--- src/verilog/cpu_state_pkg.sv ---
// Package for the CPU flag and register-pointing block.
// Assumes a core sequencer that issues one operation per cycle.
package cpu_state_pkg;
  // ==========================================
  // Register file addresses
  localparam logic [7:0] ADDR_FLAGS = 8'he7;
  localparam logic [7:0] ADDR_PTR_LOW = 8'he8;
  localparam logic [7:0] ADDR_PTR_HIGH = 8'he9;
  localparam logic [7:0] ADDR_PAGE = 8'hea;
  localparam logic [3:0] GROUP_D = 4'hd;
  localparam logic [3:0] GROUP_F = 4'hf;
  // ==========================================
  // Flag bit positions and reset values
  localparam int FLAG_C = 7;
  localparam int FLAG_Z = 6;
  localparam int FLAG_S = 5;
  localparam int FLAG_V = 4;
  localparam int FLAG_DA = 3;
  localparam int FLAG_H = 2;
  localparam int FLAG_RSV = 1;
  localparam int FLAG_DP = 0;
  localparam logic [7:0] FLAGS_RESET = 8'h00;
  localparam logic [7:0] PTR_RESET = 8'h00;
  localparam logic [7:0] PAGE_RESET = 8'h00;
  localparam int PTR_MODE_BIT = 2;
  localparam int BYTE_TOP = 7;
  localparam int WORD_TOP = 15;
  localparam int HALF_BIT = 3;
  // ==========================================
  // Operation classes issued by the core
  typedef enum logic [4:0] {
    OP_NONE = 5'h00, OP_ADD = 5'h01, OP_SUB = 5'h02, OP_CMP = 5'h03,
    OP_SHIFT = 5'h04, OP_SWAP = 5'h05, OP_ROT = 5'h06, OP_DECADJ = 5'h07,
    OP_MULDIV = 5'h08, OP_LOGIC = 5'h09, OP_INCDEC = 5'h0a, OP_TEST = 5'h0b,
    OP_SET_C = 5'h0c, OP_CLR_C = 5'h0d, OP_CPL_C = 5'h0e, OP_SEL_DATA = 5'h0f,
    OP_SEL_CODE = 5'h10, OP_SET_SINGLE = 5'h11, OP_SET_TWIN_LOW = 5'h12,
    OP_SET_TWIN_HIGH = 5'h13, OP_SET_PAGE = 5'h14, OP_INT_ENTRY = 5'h15,
    OP_INT_RETURN = 5'h16
  } op_t;
  // Result of the datapath for one operation
  typedef struct packed {
    op_t op;
    logic word;
    logic [15:0] result;
    logic carry;
    logic overflow;
    logic half;
    logic [7:0] operand;
  } alu_result_t;
  // Register write from the register-file port
  typedef struct packed {
    logic write;
    logic [7:0] addr;
    logic [7:0] data;
  } reg_write_t;
endpackage

--- src/verilog/cpu_state_core.sv ---
// Contract
// - Carry set on carry out of bit 7 (byte) or bit 15 (word).
// - Carry updated only by arithmetic, shift, swap, rotate, adjust, multiply, divide.
// - Set, clear and complement carry touch no other flag.
// - Zero flag set when the affected result is zero.
// - Zero, sign, overflow also follow logical, complement, inc, dec, test.
// - Sign flag copies result bit 7 or bit 15.
// - Overflow set when signed result leaves the representable range.
// - Decimal flag records whether last arithmetic was add or subtract.
// - Half carry captures bit 3 carry or borrow on byte add/sub.
// - Flag bit 1 held at zero; software never writes one.
// - Select-data sets memory-space flag, select-code clears it.
// - Register file treated as 32 blocks of eight.
// - Single instruction clears mode bit; twin instructions set it, both pointers.
// - Single mode window starts at even block at or below given.
// - Twin mode: r0-r7 via low pointer, r8-r15 via high pointer.
// - Low pointer block field bits 7:3, written by single or twin-low.
// - High pointer block field loaded only by twin-high instruction; a register write to ADDR_PTR_HIGH also loads it.
// - Pointer bits 1:0 always read zero.
// - Group D reachable only via working or stack pointers.
// - Top group steered to one of 64 pages by persistent page register.
// - Interrupt entry does not save the page register.
// - Flag register resets to zero.
// - Flags pushed on interrupt and restored on return.
// - Page register holds 6-bit page in bits 7:2; bits 1:0 zero.
//
// Top of the CPU state block: flags, working pointers, page select and
// register address translation. Assumes the core issues one op per cycle.
`timescale 1ns/1ns
module cpu_state_core (
  input wire logic clk,
  input wire logic rst_n,
  input cpu_state_pkg::alu_result_t alu,
  input cpu_state_pkg::reg_write_t reg_wr,
  input wire logic [7:0] rd_addr,
  input wire logic [3:0] work_reg,
  input wire logic work_access,
  input wire logic stack_access,
  output logic [7:0] flags,
  output logic [7:0] ptr_low,
  output logic [7:0] ptr_high,
  output logic [7:0] page_select,
  output logic [7:0] rd_data,
  output logic [7:0] phys_addr,
  output logic [5:0] phys_page,
  output logic addr_valid
);

  // ==========================================
  // Flag register and interrupt save stack
  logic [7:0] flag_q;
  logic [7:0] stack_top;
  logic flag_sw_write;
  assign flag_sw_write = reg_wr.write && reg_wr.addr == cpu_state_pkg::ADDR_FLAGS;
  flag_unit flags_i (
    .clk(clk),
    .rst_n(rst_n),
    .alu(alu),
    .sw_write(flag_sw_write),
    .sw_data(reg_wr.data),
    .stack_flags(stack_top),
    .flags(flag_q)
  );
  flag_stack stack_i (
    .clk(clk),
    .rst_n(rst_n),
    .push(alu.op == cpu_state_pkg::OP_INT_ENTRY),
    .pop(alu.op == cpu_state_pkg::OP_INT_RETURN),
    .push_data(flag_q),
    .top(stack_top)
  );
  assign flags = flag_q;
  // ==========================================
  // Pointer and page registers
  logic [7:0] next_ptr_low;
  logic [7:0] next_ptr_high;
  logic [7:0] next_page;
  // Instruction writes win over plain register writes in the same cycle
  always_comb begin
    next_ptr_low = ptr_low;
    next_ptr_high = ptr_high;
    next_page = page_select;
    if (reg_wr.write) begin
      if (reg_wr.addr == cpu_state_pkg::ADDR_PTR_LOW) begin
        next_ptr_low = reg_wr.data;
      end else if (reg_wr.addr == cpu_state_pkg::ADDR_PTR_HIGH) begin
        next_ptr_high = reg_wr.data;
      end else if (reg_wr.addr == cpu_state_pkg::ADDR_PAGE) begin
        next_page = reg_wr.data;
      end
    end
    case (alu.op)
      cpu_state_pkg::OP_SET_SINGLE: begin
        next_ptr_low = {alu.operand[4:0], 3'b000};
        next_ptr_high[cpu_state_pkg::PTR_MODE_BIT] = 1'b0;
      end
      cpu_state_pkg::OP_SET_TWIN_LOW: begin
        next_ptr_low = {alu.operand[4:0], 3'b100};
        next_ptr_high[cpu_state_pkg::PTR_MODE_BIT] = 1'b1;
      end
      cpu_state_pkg::OP_SET_TWIN_HIGH: begin
        next_ptr_high = {alu.operand[4:0], 3'b100};
        next_ptr_low[cpu_state_pkg::PTR_MODE_BIT] = 1'b1;
      end
      cpu_state_pkg::OP_SET_PAGE: begin
        next_page = {alu.operand[5:0], 2'b00};
      end
      default: ;
    endcase
    next_ptr_low[1:0] = 2'b00;
    next_ptr_high[1:0] = 2'b00;
    next_page[1:0] = 2'b00;
  end
  // Page register is untouched by interrupt entry: handlers save it themselves
  always_ff @(posedge clk or negedge rst_n) begin
    if (!rst_n) begin
      ptr_low <= cpu_state_pkg::PTR_RESET;
      ptr_high <= cpu_state_pkg::PTR_RESET;
      page_select <= cpu_state_pkg::PAGE_RESET;
    end else begin
      ptr_low <= next_ptr_low;
      ptr_high <= next_ptr_high;
      page_select <= next_page;
    end
  end
  // ==========================================
  // Address translation and read-back
  logic [7:0] next_phys;
  logic next_valid;
  logic [7:0] next_rd;
  logic [4:0] block;
  logic twin;
  always_comb begin
    twin = ptr_low[cpu_state_pkg::PTR_MODE_BIT];
    block = ptr_low[7:3];
    next_valid = 1'b1;
    if (work_access) begin
      // 32 blocks of eight registers
      if (twin) begin
        block = work_reg[3] ? ptr_high[7:3] : ptr_low[7:3];
        next_phys = {block, work_reg[2:0]};
      end else begin
        next_phys = {ptr_low[7:4], work_reg};
      end
    end else begin
      next_phys = rd_addr;
      // Direct full-address access may not reach group D
      if (!stack_access && rd_addr[7:4] == cpu_state_pkg::GROUP_D) begin
        next_valid = 1'b0;
      end
    end
    if (rd_addr == cpu_state_pkg::ADDR_FLAGS) begin
      next_rd = flag_q;
    end else if (rd_addr == cpu_state_pkg::ADDR_PTR_LOW) begin
      next_rd = ptr_low;
    end else if (rd_addr == cpu_state_pkg::ADDR_PTR_HIGH) begin
      next_rd = ptr_high;
    end else if (rd_addr == cpu_state_pkg::ADDR_PAGE) begin
      next_rd = page_select;
    end else begin
      next_rd = 8'h00;
    end
  end
  // Registered outputs; page travels with the address for group F
  always_ff @(posedge clk or negedge rst_n) begin
    if (!rst_n) begin
      phys_addr <= 8'h00;
      phys_page <= 6'h00;
      addr_valid <= 1'b0;
      rd_data <= 8'h00;
    end else begin
      phys_addr <= next_phys;
      phys_page <= page_select[7:2];
      addr_valid <= next_valid;
      rd_data <= next_rd;
    end
  end

  // ==========================================
  // Decoded strobes, read only by the checks that follow
  logic op_single;
  logic op_twin_low;
  logic op_twin_high;
  logic op_page;
  logic op_entry;
  logic ptr_high_wr;
  assign op_single = alu.op == cpu_state_pkg::OP_SET_SINGLE;
  assign op_twin_low = alu.op == cpu_state_pkg::OP_SET_TWIN_LOW;
  assign op_twin_high = alu.op == cpu_state_pkg::OP_SET_TWIN_HIGH;
  assign op_page = alu.op == cpu_state_pkg::OP_SET_PAGE;
  assign op_entry = alu.op == cpu_state_pkg::OP_INT_ENTRY;
  assign ptr_high_wr = reg_wr.write && reg_wr.addr == cpu_state_pkg::ADDR_PTR_HIGH;
endmodule

--- src/verilog/flag_stack.sv ---
// Small stack that saves the flags on interrupt entry.
// Assumes entry and return are balanced by the interrupt controller.
`timescale 1ns/1ns
module flag_stack (
  input wire logic clk,
  input wire logic rst_n,
  input wire logic push,
  input wire logic pop,
  input wire logic [7:0] push_data,
  output logic [7:0] top
);
  // Eight nesting levels, one entry each
  logic [7:0] mem [0:7];
  logic [2:0] depth;
  logic [2:0] next_depth;
  always_comb begin
    next_depth = depth;
    if (push) begin
      next_depth = depth + 3'h1;
    end else if (pop) begin
      next_depth = depth - 3'h1;
    end
  end
  // Storage; overflow past eight wraps, which software must avoid
  always_ff @(posedge clk or negedge rst_n) begin
    if (!rst_n) begin
      depth <= 3'h0;
    end else begin
      depth <= next_depth;
    end
  end
  always_ff @(posedge clk) begin
    if (push) begin
      mem[depth] <= push_data;
    end
  end
  assign top = mem[depth - 3'h1];
endmodule

--- src/verilog/flag_unit.sv ---
// Condition-flag register with its update logic.
// Assumes one alu_result_t per cycle from the core on the same clock.
`timescale 1ns/1ns
module flag_unit (
  input wire logic clk,
  input wire logic rst_n,
  input cpu_state_pkg::alu_result_t alu,
  input wire logic sw_write,
  input wire logic [7:0] sw_data,
  input wire logic [7:0] stack_flags,
  output logic [7:0] flags
);
  // ==========================================
  // Next-value logic
  logic [7:0] next_flags;
  logic top_bit;
  logic zero;
  logic arith;
  logic full;
  logic [7:0] restored;
  always_comb begin
    next_flags = flags;
    top_bit = alu.word ? alu.result[cpu_state_pkg::WORD_TOP]
                       : alu.result[cpu_state_pkg::BYTE_TOP];
    zero = alu.word ? (alu.result == 16'h0000) : (alu.result[7:0] == 8'h00);
    arith = alu.op inside {cpu_state_pkg::OP_ADD, cpu_state_pkg::OP_SUB,
                           cpu_state_pkg::OP_CMP, cpu_state_pkg::OP_SHIFT,
                           cpu_state_pkg::OP_SWAP, cpu_state_pkg::OP_ROT,
                           cpu_state_pkg::OP_DECADJ, cpu_state_pkg::OP_MULDIV};
    full = arith || alu.op inside {cpu_state_pkg::OP_LOGIC, cpu_state_pkg::OP_INCDEC,
                                   cpu_state_pkg::OP_TEST};
    restored = stack_flags;
    restored[cpu_state_pkg::FLAG_RSV] = 1'b0;
    if (sw_write) begin
      next_flags = sw_data;
    end else if (alu.op == cpu_state_pkg::OP_INT_RETURN) begin
      next_flags = restored;
    end else begin
      if (arith) begin
        next_flags[cpu_state_pkg::FLAG_C] = alu.carry;
      end
      if (full) begin
        next_flags[cpu_state_pkg::FLAG_Z] = zero;
        next_flags[cpu_state_pkg::FLAG_S] = top_bit;
        next_flags[cpu_state_pkg::FLAG_V] = alu.overflow;
      end
      // Any add/sub records direction; half carry only means something on bytes
      if (alu.op == cpu_state_pkg::OP_ADD || alu.op == cpu_state_pkg::OP_SUB) begin
        next_flags[cpu_state_pkg::FLAG_DA] = (alu.op == cpu_state_pkg::OP_SUB);
        if (!alu.word) begin
          next_flags[cpu_state_pkg::FLAG_H] = alu.half;
        end
      end
      case (alu.op)
        cpu_state_pkg::OP_SET_C: next_flags[cpu_state_pkg::FLAG_C] = 1'b1;
        cpu_state_pkg::OP_CLR_C: next_flags[cpu_state_pkg::FLAG_C] = 1'b0;
        cpu_state_pkg::OP_CPL_C: begin
          next_flags[cpu_state_pkg::FLAG_C] = ~flags[cpu_state_pkg::FLAG_C];
        end
        cpu_state_pkg::OP_SEL_DATA: next_flags[cpu_state_pkg::FLAG_DP] = 1'b1;
        cpu_state_pkg::OP_SEL_CODE: next_flags[cpu_state_pkg::FLAG_DP] = 1'b0;
        default: ;
      endcase
    end
    next_flags[cpu_state_pkg::FLAG_RSV] = 1'b0;
  end
  // Flag storage, cleared at reset
  always_ff @(posedge clk or negedge rst_n) begin
    if (!rst_n) begin
      flags <= cpu_state_pkg::FLAGS_RESET;
    end else begin
      flags <= next_flags;
    end
  end
endmodule
--- config.mk ---
export PLATFORM = sky130hd
export DESIGN_NAME = cpu_state_core
export DESIGN_NICKNAME = d
export VERILOG_FILES = /design/src/verilog/cpu_state_pkg.sv /design/src/verilog/cpu_state_core.sv /design/src/verilog/flag_stack.sv /design/src/verilog/flag_unit.sv
export SDC_FILE = /design/constraint.sdc
export NUM_CORES = 1
export LEC_CHECK = 0
export BUFFER_PORTS_ARGS = -buffer_cell sky130_fd_sc_hd__buf_2
export CORE_UTILIZATION = 50
export DETAILED_ROUTE_END_ITERATION = 10
export GPL_ROUTABILITY_DRIVEN = 0
export GPL_TIMING_DRIVEN = 0
export PLACE_DENSITY = 0.76
export SETUP_SLACK_MARGIN = 0.1
export SKIP_LAST_GASP = 1
export SYNTH_ARGS = -nofsm -noshare
export SYNTH_HDL_FRONTEND = slang
export SYNTH_SLANG_ARGS = --single-unit
--- constraint.sdc ---
create_clock -name clk -period 3 [get_ports clk]
set_input_delay 0.6 -clock clk [delete_from_list [all_inputs] [get_ports clk]]
set_output_delay 0.6 -clock clk [all_outputs]
set_load 0.02 [all_outputs]
Yosys cells after proc, flatten, opt, wreduce, memory -nomap -nowiden. Memories as Yosys holds them, arrays and structs flattened. Cells that the tools add are included.

Flip-flop bits (word level): 51. Bits in latches: 0. RAM bits: 56. ROM bits: 0. Input port bits: 66. Output and inout port bits: 55. Memories kept: 1.

Memory list: stack_i.mem (words 8, width 7, rd ports 1, clocked after Yosys merged registers in 0, write ports 1, line flag_stack.sv:13) `logic [7:0] mem [0:7];`.

Add/subtract/negate cells: 2. Multiply operators: 0. Div/mod/pow operators: 0. Order comparisons: 0. Equal/unequal tests: 36. Shift-type cells: 0. Muxes and demuxes: 38. Bitwise gates (word level): 1. Reductions and logical operators: 31.

Operators by type and width (count): two-way mux 8 bit (17); equality test 8 bit (second input constant) (8); equality test 5 x 4 -> 1 bit (second input constant) (8); equality test 5 bit (second input constant) (7); equality test 5 x 3 -> 1 bit (second input constant) (4); nonzero test 3 bit (6); logical NOT 16 bit (1); two-way mux 5 bit (3); nonzero test 2 bit (7); equality test 5 x 2 -> 1 bit (second input constant) (2); two-way mux 1 bit (9); two-way mux 3 bit (3); logical NOT 8 bit (1); nonzero test 8 bit (1); two-way mux 6 bit (1); inequality test 2 bit (second input constant) (3); one-hot mux 1 bit (2 select lines) (3); AND reduction 2 bit (3); AND reduction 3 bit (2); nonzero test 6 bit (1); equality test 5 x 1 -> 1 bit (second input constant) (1); equality test 4 bit (second input constant) (1); AND reduction 4 bit (1); nonzero test 4 bit (1); other kinds (11) (14).

Longest topological paths before layout.
Depth in word-level cells: 6. Gate-level depth with buffers: 8. Depth with buffers taken out: 7.

Cells and area by module. From an unflattened synthesis, not the netlist that was laid out.

Cell total of the unflattened synthesis: 377. Area, all modules: 5386.4 um2.

Modules (own cells, without submodules): flag_stack (times used 1, cells an instance 122, area each 2688.8 um2); cpu_state_core (times used 1, cells an instance 171, area each 1985.7 um2); flag_unit (times used 1, cells an instance 84, area each 711.9 um2).

Worst setup path before layout. Ideal clock, no wire load.

Path kind: register to register. From: register stack_i.depth[0]. To: register flags_i.flags[7]. Setup time: 0.125 ns. Data arrival time: 2.058 ns. Slack: 0.817 ns. Stages on the path, launching flop included: 9. Buffers on the path: 2. Clock period less this slack: 2.183 ns. Cell sequence: dfrtp_1 buf_2 inv_1 ha_1 buf_2 mux4_2 a32oi_1 a31oi_1 mux2_2.

Cells in the longest elaborated chain, start to end: 4.

Ends and longest elaborated chain: start: declaration (line flag_stack.sv:14) `logic [2:0] depth;`; start signal: assignment (line flag_stack.sv:29) `depth <= next_depth;`; subtractor 3 x 1 -> 3 bit (line flag_stack.sv:37) `assign top = mem[depth - 3'h1];`; memory read (8 x 7 bit); two-way mux 6 bit (line flag_unit.sv:36) `end else if (alu.op == cpu_state_pkg::OP_INT_RETURN) begin`; two-way mux 8 bit (line flag_unit.sv:34) `if (sw_write) begin`; end signal: assignment (line flag_unit.sv:70) `flags <= cpu_state_pkg::FLAGS_RESET;`; end signal: assignment (line flag_unit.sv:72) `flags <= next_flags;`; end: declaration (line flag_unit.sv:11) `output logic [7:0] flags`.

No other way between the ends. A chain may end at the register's enable or synchronous reset.

Worst setup path after layout.
From: register stack_i.depth[0]. To: register flags_i.flags[6].

The elaborated chain is that of the path after synthesis.

==> reports/metrics.csv <==
stage,metric,value,unit
sta,Slew @ Worst Pin,1.22,ns
place,pre-CTS setup slack,0.324,ns
routing,DRT iter0 DRCs,209,
floorplanning,core area,0.00937,mm²
yosys,area share of the largest cell type after synthesis,0.343,
floorplanning,Die H,101,µm
worst_setup_path,Worst EP arrival,2.90,ns
finish,"most common cell after layout, fill and taps aside",buf_2,
sta,clock skew,0.0131,ns
finish,multi-input combinational cell area,0.00183,mm²
cts,H-Tree Depth,3,
finish,fillers,757,
place,DP Cell Count,617,
sta,Final Hold Fails,0,
finish,Seq. cell area,0.00293,mm²
routing,DR vias,3507,
worst_setup_path,Required @ worst endpoint,3.25,ns
global_routing,first-pass GRT wire length,17.3,mm
power,VDD IR max,447,µV
yosys,synth unique cells,52,
sta,fmax,0.378,GHz
finish,most frequent cells in the layout,"buf_2 (117), edfxtp_1 (56), dfrtp_1 (50)",
finish,ratio of cells with drive above 1 in the final layout,0.349,
yosys,cell count after synthesis,375,
place,buffers added on ports,106,
cts,root buffer cell,clkbuf_8,
sta,Final setup viols,0,
cts,Num CTS Buffers,9,
sta,Slew headroom,0.179,
sta,Total Neg Setup Slack,0,ns
global_routing,global route overflow,0,
yosys,dominant cells by area after synthesis,"edfxtp_1 (34%), dfrtp_1 (26%), mux4_2 (6.4%)",
worst_setup_path,CP Capture Type,flop,
finish,synth-to-layout area growth,18.3,%
routing,drt total wl,11.4,mm
yosys,"Seq/Total Area, Yosys",0.599,
yosys,Post-synth EDFFs,56,
yosys,Yosys top cell by area,edfxtp_1,
yosys,Synth warnings,0,
routing,DR pass1 iterations,5,
worst_setup_path,Critical-path top delay cell,ha_1,
cts,CTS tree,built,
cts,hold buffers post-CTS,0,
global_routing,number of global-route vias before repair,3315,
cts,worst-skew pair later-pin latency,0.37,ns
finish,final non-filler cell total,633,
worst_setup_path,crit-path most repeated cell,buf_2,
worst_setup_path,Worst Setup Path Type,reg -> reg,
global_routing,GRT Resource Usage Total,0.233,
sta,setup ws final,0.358,ns
cts,Sink Count,106,
routing,mean routed wirelength per cell,18.0,µm
power,Pleak,2.45,nW
routing,DR vias/cell,5.54,
place,HPWL after DPL,8.61,mm
yosys,average instance area after synthesis,13.1,µm²
outcome,status,"complete, no violations",
worst_setup_path,Setup crit start kind,flop,
worst_setup_path,crit path max fanout,10,
sta,final period utilization,0.881,
floorplanning,total die area,0.0102,mm²
worst_setup_path,Worst path max stage delay,0.47,ns
global_routing,pin count of the biggest net entering global routing,51,
worst_setup_path,crit-path cells,buf_2 > inv_1 > ha_1 > buf_2 > mux4_2 > a22oi_1 > a31oi_1 > mux2_2,
floorplanning,Die W,101,µm
finish,Nets,567,
floorplanning,site row count,35,
yosys,Post-synth top flop,edfxtp_1,
cts,clock-pin slew on the worst setup and hold paths,0.10,ns
worst_setup_path,"CP delay by family, top",buffers and inverters,
power,pwr dens,651,mW/mm²
sta,post-layout minimum cycle time,2.64,ns
cts,# Post-CTS Setup Buffers,0,
worst_hold_path,HP Class,in -> async,
finish,n_diodes,0,
floorplanning,Starting Density,0.523,
yosys,Syn Std Cell Area,0.00490,mm²
cts,PostCTS Resize Cnt,0,
routing,Remaining DRCs,0,
sta,RSZ-0062 raised after global routing,false,
global_routing,antenna violations before repair,1,
job,max_cap viols,0,
yosys,synthesis-stage register bit count,106,
power,total power,3.77,mW
cts,clock tree buffer depth,2,
yosys,fraction of registers with async set/reset,0.472,
routing,Final ANT Viol Nets,0,
worst_setup_path,Buf/Inv on CP,3,
sta,Max Slew Vio Count,0,
floorplanning,# IOs,121,
synth_stat cells, types with 2 or more instances:
library cell,number
mux2_2,11
and2_1,3
nor2b_1,6
nor3_1,5
ha_1,2
a22o_1,6
edfxtp_1,56
clkbuf_1,3
nor2_1,24
o21ai_0,29
nand2b_1,2
a22oi_1,2
buf_1,2
dfrtp_1,50
nand3b_1,3
nor3b_2,2
inv_1,4
nand3_1,5
or4_1,2
nor3_2,2
mux4_2,14
nand2_1,37
o22ai_1,2
nor3b_1,2
nand4_1,2
a21oi_1,16
buf_4,8
mux2i_1,31
nand4b_1,2
buf_2,11
nor4_1,3
and4b_1,2
and3_1,2
xnor2_1,2
a31oi_1,5
sequential cells by signal (all words and copies together) (netlist names):
| name | count |
|---|---|
| flags_i.flags | 7 |
| phys_addr | 8 |
| rd_data | 7 |
| stack_i.depth | 3 |
| phys_page | 6 |
| page_select | 6 |
| stack_i.mem | 56 |
| addr_valid | 1 |
| ptr_low | 6 |
| ptr_high | 6 |
path summary, 6_finish.rpt:
kind | depth (start not counted) | from | endpoint | slack (ns)
worst min register to register | 0 | page_select[5] | phys_page[3] | 0.44
max in group asynchronous | 1 | rst_n | stack_i.depth[2] | 1.89
min in group clk | 0 | page_select[5] | phys_page[3] | 0.44
worst min-delay path | 1 | rst_n | phys_page[2] | 0.44
worst max register to register | 8 | stack_i.depth[0] | flags_i.flags[6] | 0.36
worst max-delay path | 8 | stack_i.depth[0] | flags_i.flags[6] | 0.36
metal layers:
| metal | wire (µm) | global-route usage | part of all wire |
|---|---|---|---|
| met3 | 703 | 0.0381 | 0.062 |
| met1 | 4670 | 0.286 | 0.41 |
| met2 | 5910 | 0.420 | 0.52 |
| met4 | 118 | 0.0713 | 0.010 |
| met5 | 13 | 0 | 0.0011 |
worst reg2reg max path: stages (launching register included):
cell	delay (ns)
dfrtp_1	0.40
buf_2	0.29
inv_1	0.11
ha_1	0.47
buf_2	0.35
mux4_2	0.37
a22oi_1	0.17
a31oi_1	0.10
mux2_2	0.27
metrics by stage:
stage / area [µm²] / utilization / hold slack (ns)
final: 5790 / 0.618 / 0.437
after global routing: 5790 / 0.618 / 0.441
after CTS: 5790 / 0.618 / 0.432
after detailed placement: 5620 / 0.599 / 0.421
after global placement: 5620 / 0.599 / 0.421
after floorplan: 4930 / - / 0.304
where the power goes:
| group | internal, mW | switching (mW) |
|---|---|---|
| clock network | 0.308 | 0.492 |
| registers | 1.71 | 0.172 |
| logic | 0.477 | 0.615 |
| total | 2.49 | 1.28 |
cell families after synthesis:
logic type / after synthesis / synth area share
compound gates: 70 / 0.0881
xor+xnor: 4 / 0.00868
other cells: 1 / 0.000765
fa+ha+maj: 2 / 0.00511
simple gates: 107 / 0.113
buf+inv: 29 / 0.0327
mux: 56 / 0.153
flops: 106 / 0.599
final cells by class:
class / instances / area share
multi-input combinational: 247 / 0.316
tap: 129 / 0.0279
sequential: 106 / 0.506
inverter: 4 / 0.00259
timing repair buffer: 106 / 0.0916
buffer: 25 / 0.0250
clock inverter: 7 / 0.00907
clock buffer: 9 / 0.0214
Note: power is estimated with default switching activity, not from simulation.
